<file path="config.mk">
export PLATFORM = sky130hd
export DESIGN_NAME = iosr_top
export DESIGN_NICKNAME = d
export VERILOG_FILES = /design/src/logic/iosr_pkg.sv /design/src/logic/iosr_top.sv /design/src/logic/iosr_sync.sv /design/src/logic/iosr_ms_timer.sv
export SDC_FILE = /design/constraint.sdc
export NUM_CORES = 2
export LEC_CHECK = 0
export BUFFER_PORTS_ARGS = -buffer_cell sky130_fd_sc_hd__buf_4
export CAP_MARGIN = 20
export CELL_PAD_IN_SITES_DETAIL_PLACEMENT = 0
export CELL_PAD_IN_SITES_GLOBAL_PLACEMENT = 1
export CORE_MARGIN = 2
export CORE_UTILIZATION = 39
export DETAILED_ROUTE_END_ITERATION = 8
export GPL_ROUTABILITY_DRIVEN = 0
export PLACE_DENSITY_LB_ADDON = 0.1
export SLEW_MARGIN = 20
export SYNTH_ARGS = -nofsm -noshare
export SYNTH_HDL_FRONTEND = slang
export SYNTH_HIERARCHICAL = 1
export SYNTH_SLANG_ARGS = --single-unit
</file>
<file path="constraint.sdc">
create_clock -name aclk -period 5.4 [get_ports aclk]
set_clock_uncertainty 0.05 [all_clocks]
set_input_delay 1.08 -clock aclk [delete_from_list [all_inputs] [get_ports aclk]]
set_output_delay 1.08 -clock aclk [all_outputs]
set_load 0.03 [all_outputs]
</file>
<file path="src/logic/iosr_pkg.sv">
// Purpose: shared constants for the i/o sample reporter
// Assumes: 20 MHz aclk, 32-bit axi4-lite register bus
// Notes: register offsets are byte addresses

package iosr_pkg;
  localparam int NUM_DIO = 13;
  localparam int NUM_AN = 4;
  localparam int AN_W = 16;
  localparam int REC_MAX = 14;
  localparam int ADDR_W = 8;
  // register byte offsets
  localparam logic [7:0] OFS_CTRL = 8'h00;
  localparam logic [7:0] OFS_IVAL = 8'h04;
  localparam logic [7:0] OFS_WATCH = 8'h08;
  localparam logic [7:0] OFS_DADDR_H = 8'h0C;
  localparam logic [7:0] OFS_DADDR_L = 8'h10;
  localparam logic [7:0] OFS_WAKE = 8'h14;
  localparam logic [7:0] OFS_PCFG_LO = 8'h18;
  localparam logic [7:0] OFS_PCFG_HI = 8'h1C;
  localparam logic [7:0] OFS_STATUS = 8'h20;
  // control, status and pin configuration fields
  localparam int CTRL_QUERY_BIT = 0;
  localparam int CTRL_API_BIT = 1;
  localparam int CTRL_SLEEP_BIT = 2;
  localparam int STAT_BUSY_BIT = 0;
  localparam int STAT_AWAKE_BIT = 1;
  localparam int STAT_LINES_LSB = 16;
  localparam int PCFG_W = 3;
  localparam int PCFG_LO_PINS = 10;
  // pin configuration codes
  localparam logic [2:0] PCFG_UNMON = 3'h0;
  localparam logic [2:0] PCFG_ANALOG = 3'h2;
  localparam logic [2:0] PCFG_MON = 3'h3;
  localparam logic [2:0] PCFG_OUT_LO = 3'h4;
  localparam logic [2:0] PCFG_OUT_HI = 3'h5;
  // reset values
  localparam logic [15:0] IVAL_RST = 16'h0000;
  localparam logic [15:0] WAKE_RST = 16'h1388;
  localparam logic [31:0] ZERO_RST = 32'h0000_0000;
  // record bytes and axi4-lite response codes
  localparam logic [7:0] SAMPLE_SETS = 8'h01;
  localparam logic [7:0] CHAR_CR = 8'h0D;
  localparam logic [7:0] CHAR_ZERO = 8'h30;
  localparam logic [7:0] CHAR_X = 8'h78;
  localparam logic [7:0] CHAR_HEX_AF = 8'h37;
  localparam logic [7:0] API_RESP_TYPE = 8'h88;
  localparam logic [1:0] RESP_OKAY = 2'h0;
  localparam logic [1:0] RESP_SLVERR = 2'h2;
  // timing
  localparam int CLK_HZ = 20_000_000;
  localparam int TICK_MS = 1;
  localparam int CYC_PER_MS = CLK_HZ / 1000 * TICK_MS;

  typedef enum logic [1:0] {DEST_HOST_TEXT, DEST_HOST_API, DEST_REMOTE} iosr_dest_t;
endpackage

</file>
<file path="src/logic/iosr_top.sv">
// Purpose: builds i/o sample records on query, interval or line change
// Assumes: axi4-lite slave, one 20 MHz clock, analog results already converted
// Notes:
// Functional notes
// - mask bits 0-6: lines 0-6
// - mask bits 7-12: lines 7-12 in order
// - two-byte digital mask follows count
// - record opens with count byte one
// - analog mask bits 0-3 flag channels
// - state bytes only when digital enabled
// - two bytes per analog channel, ascending
// - pin config codes 0,3,4,5 honoured; code 2 on lines 0-3 only
// - text query: one field per CR line
// - api query: response frame carries record
// - interval zero disables periodic sampling
// - nonzero interval samples every N ms
// - remote records go to dest address
// - api mode forwards received records, else drop
// - sleep: sample until wake hold expires
// - watch mask selects monitored lines
// - watched change sends record at once
// - change samples immediately, off schedule

`timescale 1ns/10ps
`default_nettype none

module iosr_top #(
  parameter int CYC_PER_MS = iosr_pkg::CYC_PER_MS
) (
  input wire logic aclk,
  input wire logic aresetn,
  input wire logic [iosr_pkg::ADDR_W-1:0] awaddr,
  input wire logic awvalid,
  output logic awready,
  input wire logic [31:0] wdata,
  input wire logic [3:0] wstrb,
  input wire logic wvalid,
  output logic wready,
  output logic [1:0] bresp,
  output logic bvalid,
  input wire logic bready,
  input wire logic [iosr_pkg::ADDR_W-1:0] araddr,
  input wire logic arvalid,
  output logic arready,
  output logic [31:0] rdata,
  output logic [1:0] rresp,
  output logic rvalid,
  input wire logic rready,
  input wire logic [iosr_pkg::NUM_DIO-1:0] line_in,
  output logic [iosr_pkg::NUM_DIO-1:0] line_out,
  output logic [iosr_pkg::NUM_DIO-1:0] line_oe_n,
  input wire logic [iosr_pkg::NUM_AN*iosr_pkg::AN_W-1:0] analog_result,
  input wire logic wake_req,
  output logic sleep_ok,
  output logic rec_valid,
  input wire logic rec_ready,
  output logic [7:0] rec_data,
  output logic rec_last,
  output logic [1:0] rec_dest,
  output logic [63:0] rec_addr,
  input wire logic rx_valid,
  output logic rx_ready,
  input wire logic [7:0] rx_data,
  input wire logic rx_last,
  output logic fwd_valid,
  input wire logic fwd_ready,
  output logic [7:0] fwd_data,
  output logic fwd_last
);
  localparam int ND = iosr_pkg::NUM_DIO;

  typedef enum logic [1:0] {S_IDLE, S_HDR, S_BODY} iosr_state_t;

  iosr_state_t st_reg;
  logic aw_hold_reg, w_hold_reg;
  logic [iosr_pkg::ADDR_W-1:0] aw_addr_reg;
  logic [31:0] w_data_reg;
  logic [3:0] w_strb_reg;
  logic api_reg, sleep_en_reg, query_wr;
  logic [15:0] ival_reg, wake_reg, ival_cnt_reg, hold_cnt_reg;
  logic [ND-1:0] watch_reg, prev_reg, line_st, dmask, drive_hi, drive_en;
  logic [31:0] dh_reg, dl_reg;
  logic [ND*iosr_pkg::PCFG_W-1:0] pcfg_reg;
  logic [iosr_pkg::NUM_AN-1:0] amask;
  logic wake_st, wake_prev_reg, awake_reg, ms_tick;
  logic qry_pend_reg, chg_pend_reg, per_pend_reg, chg_hit, per_fire;
  logic take_q, take_r, advance, wr_go;
  logic [7:0] mem_reg [iosr_pkg::REC_MAX];
  logic [7:0] bld_mem [iosr_pkg::REC_MAX];
  logic [iosr_pkg::REC_MAX-1:0] fend_reg, bld_fend;
  logic [3:0] len_reg, bld_len, idx_reg;
  logic [2:0] ph_reg;
  iosr_pkg::iosr_dest_t dest_reg;
  logic [63:0] addr_reg;

  iosr_sync #(.W(ND + 1)) u_sync (
    .aclk(aclk),
    .aresetn(aresetn),
    .d_in({wake_req, line_in}),
    .d_stable({wake_st, line_st})
  );

  iosr_ms_timer #(.CYC_PER_MS(CYC_PER_MS)) u_tick (
    .aclk(aclk),
    .aresetn(aresetn),
    .tick(ms_tick)
  );

  function automatic logic [31:0] merge(input logic [31:0] old, input logic [31:0] nw, input logic [3:0] be);
    logic [31:0] r;
    r = old;
    for (int b = 0; b < 4; b++) begin
      if (be[b]) begin
        r[b*8+:8] = nw[b*8+:8];
      end
    end
    return r;
  endfunction

  function automatic logic [7:0] hexc(input logic [3:0] n);
    return (n < 4'hA) ? (iosr_pkg::CHAR_ZERO + {4'h0, n}) : (iosr_pkg::CHAR_HEX_AF + {4'h0, n});
  endfunction

  // ---------------- axi4-lite write path
  assign awready = !aw_hold_reg;
  assign wready = !w_hold_reg;
  assign wr_go = aw_hold_reg && w_hold_reg && !bvalid;

  always_ff @(posedge aclk) begin
    if (!aresetn) begin
      aw_hold_reg <= 1'b0;
      w_hold_reg <= 1'b0;
      aw_addr_reg <= '0;
      w_data_reg <= iosr_pkg::ZERO_RST;
      w_strb_reg <= 4'h0;
      bvalid <= 1'b0;
      bresp <= iosr_pkg::RESP_OKAY;
    end else begin
      if (awvalid && awready) begin
        aw_hold_reg <= 1'b1;
        aw_addr_reg <= awaddr;
      end else if (wr_go) begin
        aw_hold_reg <= 1'b0;
      end
      if (wvalid && wready) begin
        w_hold_reg <= 1'b1;
        w_data_reg <= wdata;
        w_strb_reg <= wstrb;
      end else if (wr_go) begin
        w_hold_reg <= 1'b0;
      end
      if (wr_go) begin
        bvalid <= 1'b1;
        bresp <= (aw_addr_reg <= iosr_pkg::OFS_STATUS && aw_addr_reg[1:0] == 2'h0) ?
                 iosr_pkg::RESP_OKAY : iosr_pkg::RESP_SLVERR;
      end else if (bready) begin
        bvalid <= 1'b0;
      end
    end
  end

  // a query write only pulses; it is not stored
  assign query_wr = wr_go && aw_addr_reg == iosr_pkg::OFS_CTRL && w_strb_reg[0] &&
                    w_data_reg[iosr_pkg::CTRL_QUERY_BIT];

  always_ff @(posedge aclk) begin
    if (!aresetn) begin
      api_reg <= 1'b0;
      sleep_en_reg <= 1'b0;
      ival_reg <= iosr_pkg::IVAL_RST;
      watch_reg <= '0;
      dh_reg <= iosr_pkg::ZERO_RST;
      dl_reg <= iosr_pkg::ZERO_RST;
      wake_reg <= iosr_pkg::WAKE_RST;
      pcfg_reg <= '0;
    end else if (wr_go) begin
      if (aw_addr_reg == iosr_pkg::OFS_CTRL) begin
        if (w_strb_reg[0]) begin
          api_reg <= w_data_reg[iosr_pkg::CTRL_API_BIT];
          sleep_en_reg <= w_data_reg[iosr_pkg::CTRL_SLEEP_BIT];
        end
      end else if (aw_addr_reg == iosr_pkg::OFS_IVAL) begin
        ival_reg <= 16'(merge({16'h0000, ival_reg}, w_data_reg, w_strb_reg));
      end else if (aw_addr_reg == iosr_pkg::OFS_WATCH) begin
        watch_reg <= ND'(merge({19'h0, watch_reg}, w_data_reg, w_strb_reg));
      end else if (aw_addr_reg == iosr_pkg::OFS_DADDR_H) begin
        dh_reg <= merge(dh_reg, w_data_reg, w_strb_reg);
      end else if (aw_addr_reg == iosr_pkg::OFS_DADDR_L) begin
        dl_reg <= merge(dl_reg, w_data_reg, w_strb_reg);
      end else if (aw_addr_reg == iosr_pkg::OFS_WAKE) begin
        wake_reg <= 16'(merge({16'h0000, wake_reg}, w_data_reg, w_strb_reg));
      end else if (aw_addr_reg == iosr_pkg::OFS_PCFG_LO) begin
        pcfg_reg[29:0] <= 30'(merge({2'h0, pcfg_reg[29:0]}, w_data_reg, w_strb_reg));
      end else if (aw_addr_reg == iosr_pkg::OFS_PCFG_HI) begin
        pcfg_reg[38:30] <= 9'(merge({23'h0, pcfg_reg[38:30]}, w_data_reg, w_strb_reg));
      end
    end
  end

  // ---------------- axi4-lite read path
  assign arready = !rvalid;

  always_ff @(posedge aclk) begin
    if (!aresetn) begin
      rvalid <= 1'b0;
      rdata <= iosr_pkg::ZERO_RST;
      rresp <= iosr_pkg::RESP_OKAY;
    end else if (arvalid && arready) begin
      rvalid <= 1'b1;
      rresp <= iosr_pkg::RESP_OKAY;
      if (araddr == iosr_pkg::OFS_CTRL) begin
        rdata <= {29'h0, sleep_en_reg, api_reg, 1'b0};
      end else if (araddr == iosr_pkg::OFS_IVAL) begin
        rdata <= {16'h0000, ival_reg};
      end else if (araddr == iosr_pkg::OFS_WATCH) begin
        rdata <= {19'h0, watch_reg};
      end else if (araddr == iosr_pkg::OFS_DADDR_H) begin
        rdata <= dh_reg;
      end else if (araddr == iosr_pkg::OFS_DADDR_L) begin
        rdata <= dl_reg;
      end else if (araddr == iosr_pkg::OFS_WAKE) begin
        rdata <= {16'h0000, wake_reg};
      end else if (araddr == iosr_pkg::OFS_PCFG_LO) begin
        rdata <= {2'h0, pcfg_reg[29:0]};
      end else if (araddr == iosr_pkg::OFS_PCFG_HI) begin
        rdata <= {23'h0, pcfg_reg[38:30]};
      end else if (araddr == iosr_pkg::OFS_STATUS) begin
        rdata <= {3'h0, line_st, 14'h0, awake_reg, st_reg != S_IDLE};
      end else begin
        rdata <= iosr_pkg::ZERO_RST;
        rresp <= iosr_pkg::RESP_SLVERR;
      end
    end else if (rready) begin
      rvalid <= 1'b0;
    end
  end

  // ---------------- pin configuration, one entry per line
  genvar gi;
  for (gi = 0; gi < ND; gi++) begin : g_pin
    logic [2:0] cfg;
    assign cfg = pcfg_reg[gi*iosr_pkg::PCFG_W+:iosr_pkg::PCFG_W];
    assign dmask[gi] = cfg == iosr_pkg::PCFG_MON;
    assign drive_en[gi] = cfg == iosr_pkg::PCFG_OUT_LO || cfg == iosr_pkg::PCFG_OUT_HI;
    assign drive_hi[gi] = cfg == iosr_pkg::PCFG_OUT_HI;
    if (gi < iosr_pkg::NUM_AN) begin : g_an
      assign amask[gi] = cfg == iosr_pkg::PCFG_ANALOG;
    end
  end

  always_ff @(posedge aclk) begin
    if (!aresetn) begin
      line_out <= '0;
      line_oe_n <= '1;
    end else begin
      line_out <= drive_hi;
      line_oe_n <= ~drive_en;
    end
  end

  // ---------------- wake window while sleep is enabled
  always_ff @(posedge aclk) begin
    if (!aresetn) begin
      wake_prev_reg <= 1'b0;
      awake_reg <= 1'b1;
      hold_cnt_reg <= 16'h0000;
    end else begin
      wake_prev_reg <= wake_st;
      if (!sleep_en_reg) begin
        awake_reg <= 1'b1;
        hold_cnt_reg <= 16'h0000;
      end else if (wake_st && !wake_prev_reg) begin
        awake_reg <= 1'b1;
        hold_cnt_reg <= 16'h0000;
      end else if (awake_reg && ms_tick) begin
        hold_cnt_reg <= hold_cnt_reg + 16'h0001;
        if (hold_cnt_reg + 16'h0001 >= wake_reg) begin
          awake_reg <= 1'b0;
        end
      end
    end
  end

  assign sleep_ok = sleep_en_reg && !awake_reg;

  // ---------------- periodic and change triggers
  assign per_fire = ms_tick && awake_reg && ival_reg != 16'h0000 && ival_cnt_reg + 16'h0001 >= ival_reg;

  always_ff @(posedge aclk) begin
    if (!aresetn || ival_reg == 16'h0000 || !awake_reg) begin
      ival_cnt_reg <= 16'h0000;
    end else if (ms_tick) begin
      ival_cnt_reg <= per_fire ? 16'h0000 : ival_cnt_reg + 16'h0001;
    end
  end

  // compare settled line states with last cycle's copy
  assign chg_hit = |((line_st ^ prev_reg) & watch_reg);

  always_ff @(posedge aclk) begin
    if (!aresetn) begin
      prev_reg <= '0;
    end else begin
      prev_reg <= line_st;
    end
  end

  assign take_q = st_reg == S_IDLE && qry_pend_reg;
  assign take_r = st_reg == S_IDLE && !qry_pend_reg && (chg_pend_reg || per_pend_reg);

  // a new event in the same cycle as the take is kept
  always_ff @(posedge aclk) begin
    if (!aresetn) begin
      qry_pend_reg <= 1'b0;
      chg_pend_reg <= 1'b0;
      per_pend_reg <= 1'b0;
    end else begin
      qry_pend_reg <= (qry_pend_reg && !take_q) || query_wr;
      chg_pend_reg <= (chg_pend_reg && !take_r) || chg_hit;
      per_pend_reg <= (per_pend_reg && !take_r) || per_fire;
    end
  end

  // ---------------- record assembly from live state
  always_comb begin
    logic [3:0] p;
    p = 4'h4;
    bld_fend = '0;
    for (int k = 0; k < iosr_pkg::REC_MAX; k++) begin
      bld_mem[k] = 8'h00;
    end
    bld_mem[0] = iosr_pkg::SAMPLE_SETS;
    bld_mem[1] = {3'h0, dmask[12:8]};
    bld_mem[2] = dmask[7:0];
    bld_mem[3] = {4'h0, amask};
    bld_fend[0] = 1'b1;
    bld_fend[2] = 1'b1;
    bld_fend[3] = 1'b1;
    if (dmask != '0) begin
      bld_mem[4] = {3'h0, line_st[12:8]};
      bld_mem[5] = line_st[7:0];
      bld_fend[5] = 1'b1;
      p = 4'h6;
    end
    for (int c = 0; c < iosr_pkg::NUM_AN; c++) begin
      if (amask[c]) begin
        bld_mem[p] = analog_result[c*iosr_pkg::AN_W+8+:8];
        bld_mem[p+4'h1] = analog_result[c*iosr_pkg::AN_W+:8];
        bld_fend[p+4'h1] = 1'b1;
        p = p + 4'h2;
      end
    end
    bld_len = p;
  end

  // ---------------- emitter
  assign advance = !rec_valid || rec_ready;

  always_ff @(posedge aclk) begin
    if (!aresetn) begin
      st_reg <= S_IDLE;
      idx_reg <= 4'h0;
      ph_reg <= 3'h0;
      len_reg <= 4'h0;
      fend_reg <= '0;
      rec_dest <= iosr_pkg::DEST_HOST_TEXT;
      rec_addr <= 64'h0000_0000_0000_0000;
      dest_reg <= iosr_pkg::DEST_HOST_TEXT;
      addr_reg <= 64'h0000_0000_0000_0000;
      rec_valid <= 1'b0;
      rec_data <= 8'h00;
      rec_last <= 1'b0;
      for (int k = 0; k < iosr_pkg::REC_MAX; k++) begin
        mem_reg[k] <= 8'h00;
      end
    end else begin
      if (rec_valid && rec_ready) begin
        rec_valid <= 1'b0;
      end
      case (st_reg)
        S_IDLE: begin
          if (take_q || take_r) begin
            mem_reg <= bld_mem;
            fend_reg <= bld_fend;
            len_reg <= bld_len;
            idx_reg <= 4'h0;
            ph_reg <= 3'h0;
            // a stalled last byte keeps its tags; the new ones ride with the next byte
            if (take_r) begin
              dest_reg <= iosr_pkg::DEST_REMOTE;
              addr_reg <= {dh_reg, dl_reg};
              st_reg <= S_BODY;
            end else if (api_reg) begin
              dest_reg <= iosr_pkg::DEST_HOST_API;
              addr_reg <= 64'h0000_0000_0000_0000;
              st_reg <= S_HDR;
            end else begin
              dest_reg <= iosr_pkg::DEST_HOST_TEXT;
              addr_reg <= 64'h0000_0000_0000_0000;
              st_reg <= S_BODY;
            end
          end
        end
        S_HDR: begin
          if (advance) begin
            rec_valid <= 1'b1;
            rec_data <= iosr_pkg::API_RESP_TYPE;
            rec_last <= 1'b0;
            rec_dest <= dest_reg;
            rec_addr <= addr_reg;
            st_reg <= S_BODY;
          end
        end
        S_BODY: begin
          if (advance) begin
            rec_valid <= 1'b1;
            rec_last <= 1'b0;
            rec_dest <= dest_reg;
            rec_addr <= addr_reg;
            if (dest_reg != iosr_pkg::DEST_HOST_TEXT) begin
              rec_data <= mem_reg[idx_reg];
              idx_reg <= idx_reg + 4'h1;
              if (idx_reg + 4'h1 == len_reg) begin
                rec_last <= 1'b1;
                st_reg <= S_IDLE;
              end
            end else begin
              case (ph_reg)
                3'h0: begin
                  rec_data <= iosr_pkg::CHAR_ZERO;
                  ph_reg <= 3'h1;
                end
                3'h1: begin
                  rec_data <= iosr_pkg::CHAR_X;
                  ph_reg <= 3'h2;
                end
                3'h2: begin
                  rec_data <= hexc(mem_reg[idx_reg][7:4]);
                  ph_reg <= 3'h3;
                end
                3'h3: begin
                  rec_data <= hexc(mem_reg[idx_reg][3:0]);
                  idx_reg <= idx_reg + 4'h1;
                  ph_reg <= fend_reg[idx_reg] ? 3'h4 : 3'h2;
                end
                default: begin
                  rec_data <= iosr_pkg::CHAR_CR;
                  ph_reg <= 3'h0;
                  if (idx_reg == len_reg) begin
                    rec_last <= 1'b1;
                    st_reg <= S_IDLE;
                  end
                end
              endcase
            end
          end
        end
        default: st_reg <= S_IDLE;
      endcase
    end
  end

  // ---------------- received records toward the host
  assign rx_ready = api_reg ? (!fwd_valid || fwd_ready) : 1'b1;

  always_ff @(posedge aclk) begin
    if (!aresetn) begin
      fwd_valid <= 1'b0;
      fwd_data <= 8'h00;
      fwd_last <= 1'b0;
    end else if (rx_valid && rx_ready && api_reg) begin
      fwd_valid <= 1'b1;
      fwd_data <= rx_data;
      fwd_last <= rx_last;
    end else if (fwd_ready) begin
      fwd_valid <= 1'b0;
    end
  end
endmodule

`default_nettype wire

</file>
<file path="src/logic/iosr_sync.sv">
// Purpose: three-stage input synchroniser per line
// Assumes: inputs are asynchronous to aclk
// Notes: output moves only when stages two and three agree

`timescale 1ns/10ps
`default_nettype none

module iosr_sync #(
  parameter int W = 13
) (
  input wire logic aclk,
  input wire logic aresetn,
  input wire logic [W-1:0] d_in,
  output logic [W-1:0] d_stable
);
  logic [W-1:0] s1_reg, s2_reg, s3_reg;

  genvar i;
  for (i = 0; i < W; i++) begin : g_bit
    always_ff @(posedge aclk) begin
      if (!aresetn) begin
        s1_reg[i] <= 1'b0;
        s2_reg[i] <= 1'b0;
        s3_reg[i] <= 1'b0;
        d_stable[i] <= 1'b0;
      end else begin
        s1_reg[i] <= d_in[i];
        s2_reg[i] <= s1_reg[i];
        s3_reg[i] <= s2_reg[i];
        if (s2_reg[i] == s3_reg[i]) begin
          d_stable[i] <= s3_reg[i];
        end
      end
    end
  end
endmodule

`default_nettype wire

</file>
<file path="src/logic/iosr_ms_timer.sv">
// Purpose: one-cycle tick once per millisecond
// Assumes: CYC_PER_MS clock cycles per millisecond
// Notes: shorten CYC_PER_MS in simulation

`timescale 1ns/10ps
`default_nettype none

module iosr_ms_timer #(
  parameter int CYC_PER_MS = iosr_pkg::CYC_PER_MS
) (
  input wire logic aclk,
  input wire logic aresetn,
  output logic tick
);
  logic [31:0] cnt_reg;

  always_ff @(posedge aclk) begin
    if (!aresetn) begin
      cnt_reg <= 32'h0000_0000;
      tick <= 1'b0;
    end else if (cnt_reg == 32'(CYC_PER_MS - 1)) begin
      cnt_reg <= 32'h0000_0000;
      tick <= 1'b1;
    end else begin
      cnt_reg <= cnt_reg + 32'h0000_0001;
      tick <= 1'b0;
    end
  end
endmodule

`default_nettype wire

</file>
==> Word-level counts from Yosys, hierarchy flattened <==
Cells that the tools add are included.
{ "op_classes": {"reduce_logical": 119, "bitwise": 25, "order_cmp": 31, "eq_ne": 88, "mux": 124, "addsub": 16} }
{ "op_table": {"columns": ["op", "n"], "rows": [
  ["$bwmux 112", 8],
  ["$mux 112", 4],
  ["$demux 8 s4", 8],
  ["$mux 32", 5],
  ["$mux 8", 13],
  ["$eq 3x3->1 const B", 26],
  ["$eq 8x5->1 const B", 8],
  ["$mux 64", 1],
  ["$mux 30", 2],
  ["$mux 29", 2],
  ["$eq 3x2->1 const B", 19],
  ["$mux 14", 4],
  ["$ge 5x5->1 const B", 9],
  ["$not 4->5", 9],
  ["$mux 2", 21],
  ["$or 14x14->14", 3],
  ["$lt 5x1->1 const B", 8],
  ["$reduce_and 9->1", 4],
  ["$logic_and 1x1->1", 35],
  ["$add 16x1->16 const B", 2],
  ["$add 32x1->32 const B", 1],
  ["$bmux 8 s4", 1],
  ["$eq 32x15->1 const B", 1],
  ["$eq 8x4->1 const B", 4],
  ["59 further kinds", 205]
]} }
{ "totals": {"input_bits": 149, "out_inout_bits": 155, "word_cells": 532, "ff_bits": 690} }

==> Longest topological paths before layout <==
{ "logic_depth": {"depth_word": 20, "depth_mapped": 18, "depth_no_buf": 14} }

==> Modules after synthesis <==
Netlist, hierarchy kept.
{ "by_module_without_submodules": {"columns": ["module", "cells_per_inst", "n_inst", "area_each_um2", "seq_area_each_um2"], "rows": [
  ["iosr_top", 3432, 1, 28260.9, 11831.3],
  ["iosr_sync", 146, 1, 1699.1, 1121.1],
  ["iosr_ms_timer", 185, 1, 1605.3, 660.6]
]} }

==> Least setup slack after synthesis <==
OpenSTA, ideal clock, no wires.
{ "synth_path": {"kind": "register to register", "from": "reg pcfg_reg[5] (netlist name)", "to": "reg mem_reg[39] (netlist name)", "n_path_buf": 5, "synth_period_minus_slack_ps": 3731, "path_stages_with_launch": 18, "slack_ps": 1669, "setup_ps": 123, "t_arrival_ps": 3558, "required_ps": 5227, "cell_sequence": "dfxtp_1 and3b_1 nor4_1 and4_1 clkbuf_2 clkbuf_1 ha_1 inv_1 mux2i_4 buf_4 ha_1 mux2i_4 inv_2 or3_1 clkbuf_1 clkbuf_1 o211ai_1 a21boi_1"} }
{ "synth_via": {"elab_chain_cells": 20, "word_cells_on_any_way": 74, "classes_between": "7 x add/sub; 16 x order compare; 2 x eq/ne; 32 x mux; 8 x bitwise; 9 x reduce/logical"} }
{ "synth_rtl": {"columns": ["item", "line_no", "rtl"], "rows": [
  ["start: declaration", "iosr_top.sv:83", "logic [ND*iosr_pkg::PCFG_W-1:0] pcfg_reg;"],
  ["branches (longest 19 deep; another with $ge 5x5->1)", null, null],
  ["$mux 112 *", "iosr_top.sv:346", "if (amask[c]) begin"],
  ["end signal: assignment", "iosr_top.sv:383", "mem_reg <= bld_mem;"],
  ["end: declaration", "iosr_top.sv:88", "logic [7:0] mem_reg [iosr_pkg::REC_MAX];"]
]} }
Every way passes the cells marked *.
A chain may end at the register's enable or synchronous reset.

==> Worst setup path in the final report <==
{ "layout_path": {"from": "reg pcfg_reg[5] (netlist name)", "to": "reg mem_reg[72] (netlist name)"} }
The elaborated chain is that of the path after synthesis.

==> flow_metrics.tcl <==
set metrics [dict create \
    worst-r2r-setup-slack_ns 0.58 \
    worst_r2r_startpoint "pcfg_reg[5]$_SDFFE_PN0P_" \
    worst_setup_path_startpoint "pcfg_reg[5]$_SDFFE_PN0P_" \
    cp_cell_sequence "and3b_1 > nor4_1 > and4_1 > buf_4 > inv_1 > ha_1 > mux2i_4 > ha_1 > mux2i_4 > inv_2 > nand2_1 > nor2_1 > buf_4 > nor2_1 > a221oi_1" \
    number_of_hold_slack_violations_in_the_final_timing_report 0 \
    power.share.switching 0.245 \
    route.antenna.remaining_nets 0 \
    clock_sinks 680 \
    critical_path.top_delay_family "simple AND/OR/NAND/NOR gates" \
    drt-total-wl_um 119000 \
    post_route_cells_drive_above_1_share 0.141 \
    r2r_end "mem_reg[72]$_SDFFE_PN0P_" \
    powerDensity_nw_per_um2 302 \
    grt_first_pass_wirelength_um 176000 \
    timing.critical_path.from_type "flop" \
    cts_tree "yes" \
    htree_num_levels 3 \
    synth_top_family_by_area "simple AND/OR/NAND/NOR gates" \
    remaining_design_rule_violation_count 0 \
    synth_top_flop_cell "sky130_fd_sc_hd__dfxtp_1" \
    vdd_drop_max_v 0.000213 \
    largest_register_ff_count 112 \
    firstDrtPassIters 6 \
    clk_path_buf_depth 3 \
    fp-row-count 104 \
    placed_cell_area_um2 34400 \
    fmax_mhz 208 \
    grt_antenna_before_repair 6 \
    post-route-period-util 0.892 \
    timing.setup.tns_ns 0 \
    cts-hold-fix-buffers 0 \
    critical-path-slowest-cell "sky130_fd_sc_hd__nor2_1" \
    largest_net_degree_at_the_start_of_global_routing 156 \
    place_hpwl_um 84200 \
    netlist-cell-type-count 90 \
    ys_top_cells_by_count "680 x sky130_fd_sc_hd__dfxtp_1, 593 x sky130_fd_sc_hd__nand2_1, 340 x sky130_fd_sc_hd__nor2_1" \
    dieWidth_um 288 \
    postCtsResizedCells 0 \
    synth_edf_count 0 \
    total_leakage_power_nw 14.5 \
    drt_iter0_markers 2544 \
    critical_path_arrival_ns 5.20 \
    timing.critical_path.required_ns 5.79 \
    synth_to_final_area_change_pct 17.4 \
    highest_cell_delay_on_the_worst_timing_path_ns 0.82 \
    yosys_top_cell_area_share 0.431 \
    port_buffers 301 \
    path_clk_slew_ns 0.06 \
    clockPowerShare 0.489 \
    cp_num_buf_inv 4 \
    worstSetupPathDepth 15 \
    worstMarginPinSlew_ns 1.10 \
    post_synth_instance_area_um2 31600 \
    setup_slack_ns 0.585 \
    post_drt_wl_per_cell_um 23.5 \
    postSynthCellCount 3763 \
    yosys.area_share.xor_xnor 0.0220 \
    nets 4111 \
    antenna_fix_cells 0 \
    design.portCount 304 \
    switchingPower_mw 2.74 \
    post_synth_and_or_nand_nor_area_fraction 0.209 \
    dominant_cell_by_count_in_the_synthesized_netlist "sky130_fd_sc_hd__dfxtp_1" \
    worstSetupEndpoint "mem_reg[72]$_SDFFE_PN0P_" \
    power_frac_seq 0.459 \
    finalSetupViolations 0 \
    worst-path-max-fanout 33 \
    timing.reg2reg.worst_path_depth 15 \
    synth.yosys.warnings 6 \
    outcome "complete, no violations" \
    synthAdderAreaFrac 0.0193 \
    p_int_mw 8.44 \
    post-cts-setup-buffers 0 \
    routed-via-count 28500 \
    die_height_um 288 \
    syn_avg_cell_area_um2 8.39 \
    setup.worst_path.class "reg2reg" \
    max_slew_margin 0.263 \
    grt_pass1_vias 26700 \
    floorplan.initialDensity 0.393 \
    synth-seq-cells 680 \
    timing_max_transition_violations_final 0 \
    core_um2 80300 \
    final_period_minus_worst_setup_slack_ns 4.82 \
    synth_top_cells_by_area "sky130_fd_sc_hd__dfxtp_1 43%, sky130_fd_sc_hd__nand2_1 7.1%, sky130_fd_sc_hd__a21oi_1 4.6%" \
    endpoint_kind "flop" \
    preCtsSetupSlack_ns 0.684 \
    cell_type_with_the_highest_aggregate_area_in_the_netlist "sky130_fd_sc_hd__dfxtp_1" \
    vias_per_cell 5.66 \
    ys_async_sr_fraction 0 \
    max_cap_violations 0 \
    comb_power_share 0.051 \
    hp-class "reg2reg" \
    synth_compound_area_frac 0.199 \
    numCtsBuffers 79 \
    source_to_sink_clock_delay_at_the_later_pin_of_the_worst_skew_pair_ns 0.65 \
    grt_overflow 0 \
    synth_mux_area_frac 0.0660 \
    whs_ns 0.382 \
    postLayoutCellArea_um2 37000 \
    ys_seq_area_frac 0.431 \
    cts-root-buf "sky130_fd_sc_hd__clkbuf_16" \
    rsz0062_at_grt "no" \
    track_usage 0.278 \
    floorplan.die_area_um2 83200 \
]
==> worst min path at each step <==
| stage | from | to | slack, ns | cells past startpoint |
|---|---|---|---|---|
| floorplan | u_sync/s1_reg[0]$_SDFF_PN0_ | u_sync/s2_reg[0]$_SDFF_PN0_ | 0.36 | 1 |
| global placement | u_sync/s1_reg[12]$_SDFF_PN0_ | u_sync/s2_reg[12]$_SDFF_PN0_ | 0.36 | 1 |
| detailed placement | u_sync/s1_reg[12]$_SDFF_PN0_ | u_sync/s2_reg[12]$_SDFF_PN0_ | 0.37 | 1 |
| CTS | u_sync/s1_reg[4]$_SDFF_PN0_ | u_sync/s2_reg[4]$_SDFF_PN0_ | 0.39 | 1 |
| global route | u_sync/s1_reg[13]$_SDFF_PN0_ | u_sync/s2_reg[13]$_SDFF_PN0_ | 0.39 | 1 |
| finish | u_sync/s1_reg[4]$_SDFF_PN0_ | u_sync/s2_reg[4]$_SDFF_PN0_ | 0.38 | 1 |
==> metal layers <==
metal / global-route usage / routed length, um
met5: 0 / 13
met4: 0.0850 / 3670
met3: 0.0438 / 7350
met2: 0.444 / 54100
met1: 0.386 / 53400
==> final cells by class <==
type                            instances  area, um^2
Sequential cell                       680       13600
Timing Repair Buffer                  356        2720
Tap cell                             1060        1330
Inverter                               96         368
Clock buffer                          113        2230
Fill cell                            8064       43200
Multi-Input combinational cell       2701       16400
Clock inverter                         28         403
==> layout by cell type (no fill, tap or decap), types with 19 or more instances in the layout <==
cell type                   count
sky130_fd_sc_hd__a21boi_0      69
sky130_fd_sc_hd__a21boi_1      30
sky130_fd_sc_hd__a21oi_1      287
sky130_fd_sc_hd__a221oi_1      35
sky130_fd_sc_hd__a22oi_1       80
sky130_fd_sc_hd__and2_1        73
sky130_fd_sc_hd__and3_1        45
sky130_fd_sc_hd__buf_4        351
sky130_fd_sc_hd__clkbuf_1      21
sky130_fd_sc_hd__clkbuf_16     79
sky130_fd_sc_hd__dfxtp_1      679
sky130_fd_sc_hd__ha_1          47
sky130_fd_sc_hd__inv_1         91
sky130_fd_sc_hd__mux2i_1      144
sky130_fd_sc_hd__nand2_1      592
sky130_fd_sc_hd__nand3_1      182
sky130_fd_sc_hd__nand3b_1      21
sky130_fd_sc_hd__nand4_1       26
sky130_fd_sc_hd__nor2_1       338
sky130_fd_sc_hd__nor2b_1       36
sky130_fd_sc_hd__nor3_1        22
sky130_fd_sc_hd__nor4_1        19
sky130_fd_sc_hd__o211ai_1     127
sky130_fd_sc_hd__o21ai_0      154
sky130_fd_sc_hd__o311ai_0      19
sky130_fd_sc_hd__xnor2_1       25
sky130_fd_sc_hd__xor2_1        50
==> kinds of logic (layout without fill, tap and decap cells) <==
logic type | Yosys count | after routing
simple gates | 1440 | 1440
compound gates | 956 | 956
flops | 680 | 680
buf+inv | 383 | 593
mux | 178 | 178
xor+xnor | 77 | 77
fa+ha+maj | 48 | 48
other cells | 1 | 2
==> per-stage QoR <==
step | cells | util | power [mW]
after floorplan | 3764 | - | 5.48
after global placement | 4892 | 0.428 | 5.81
after detailed placement | 4892 | 0.428 | 5.81
after CTS | 5033 | 0.461 | 11.3
after global routing | 5034 | 0.461 | 11.5
final | 5034 | 0.461 | 11.2
==> power by group through the flow <==
stage	Sequential, mW	Combinational [mW]	Clock, mW
after global routing	5.14	0.605	5.77
after CTS	5.14	0.566	5.58
after detailed placement	5.25	0.564	0
after global placement	5.25	0.566	0
final	5.14	0.571	5.47
after floorplan	5.23	0.260	0
Note: power is estimated with default switching activity, not from simulation.
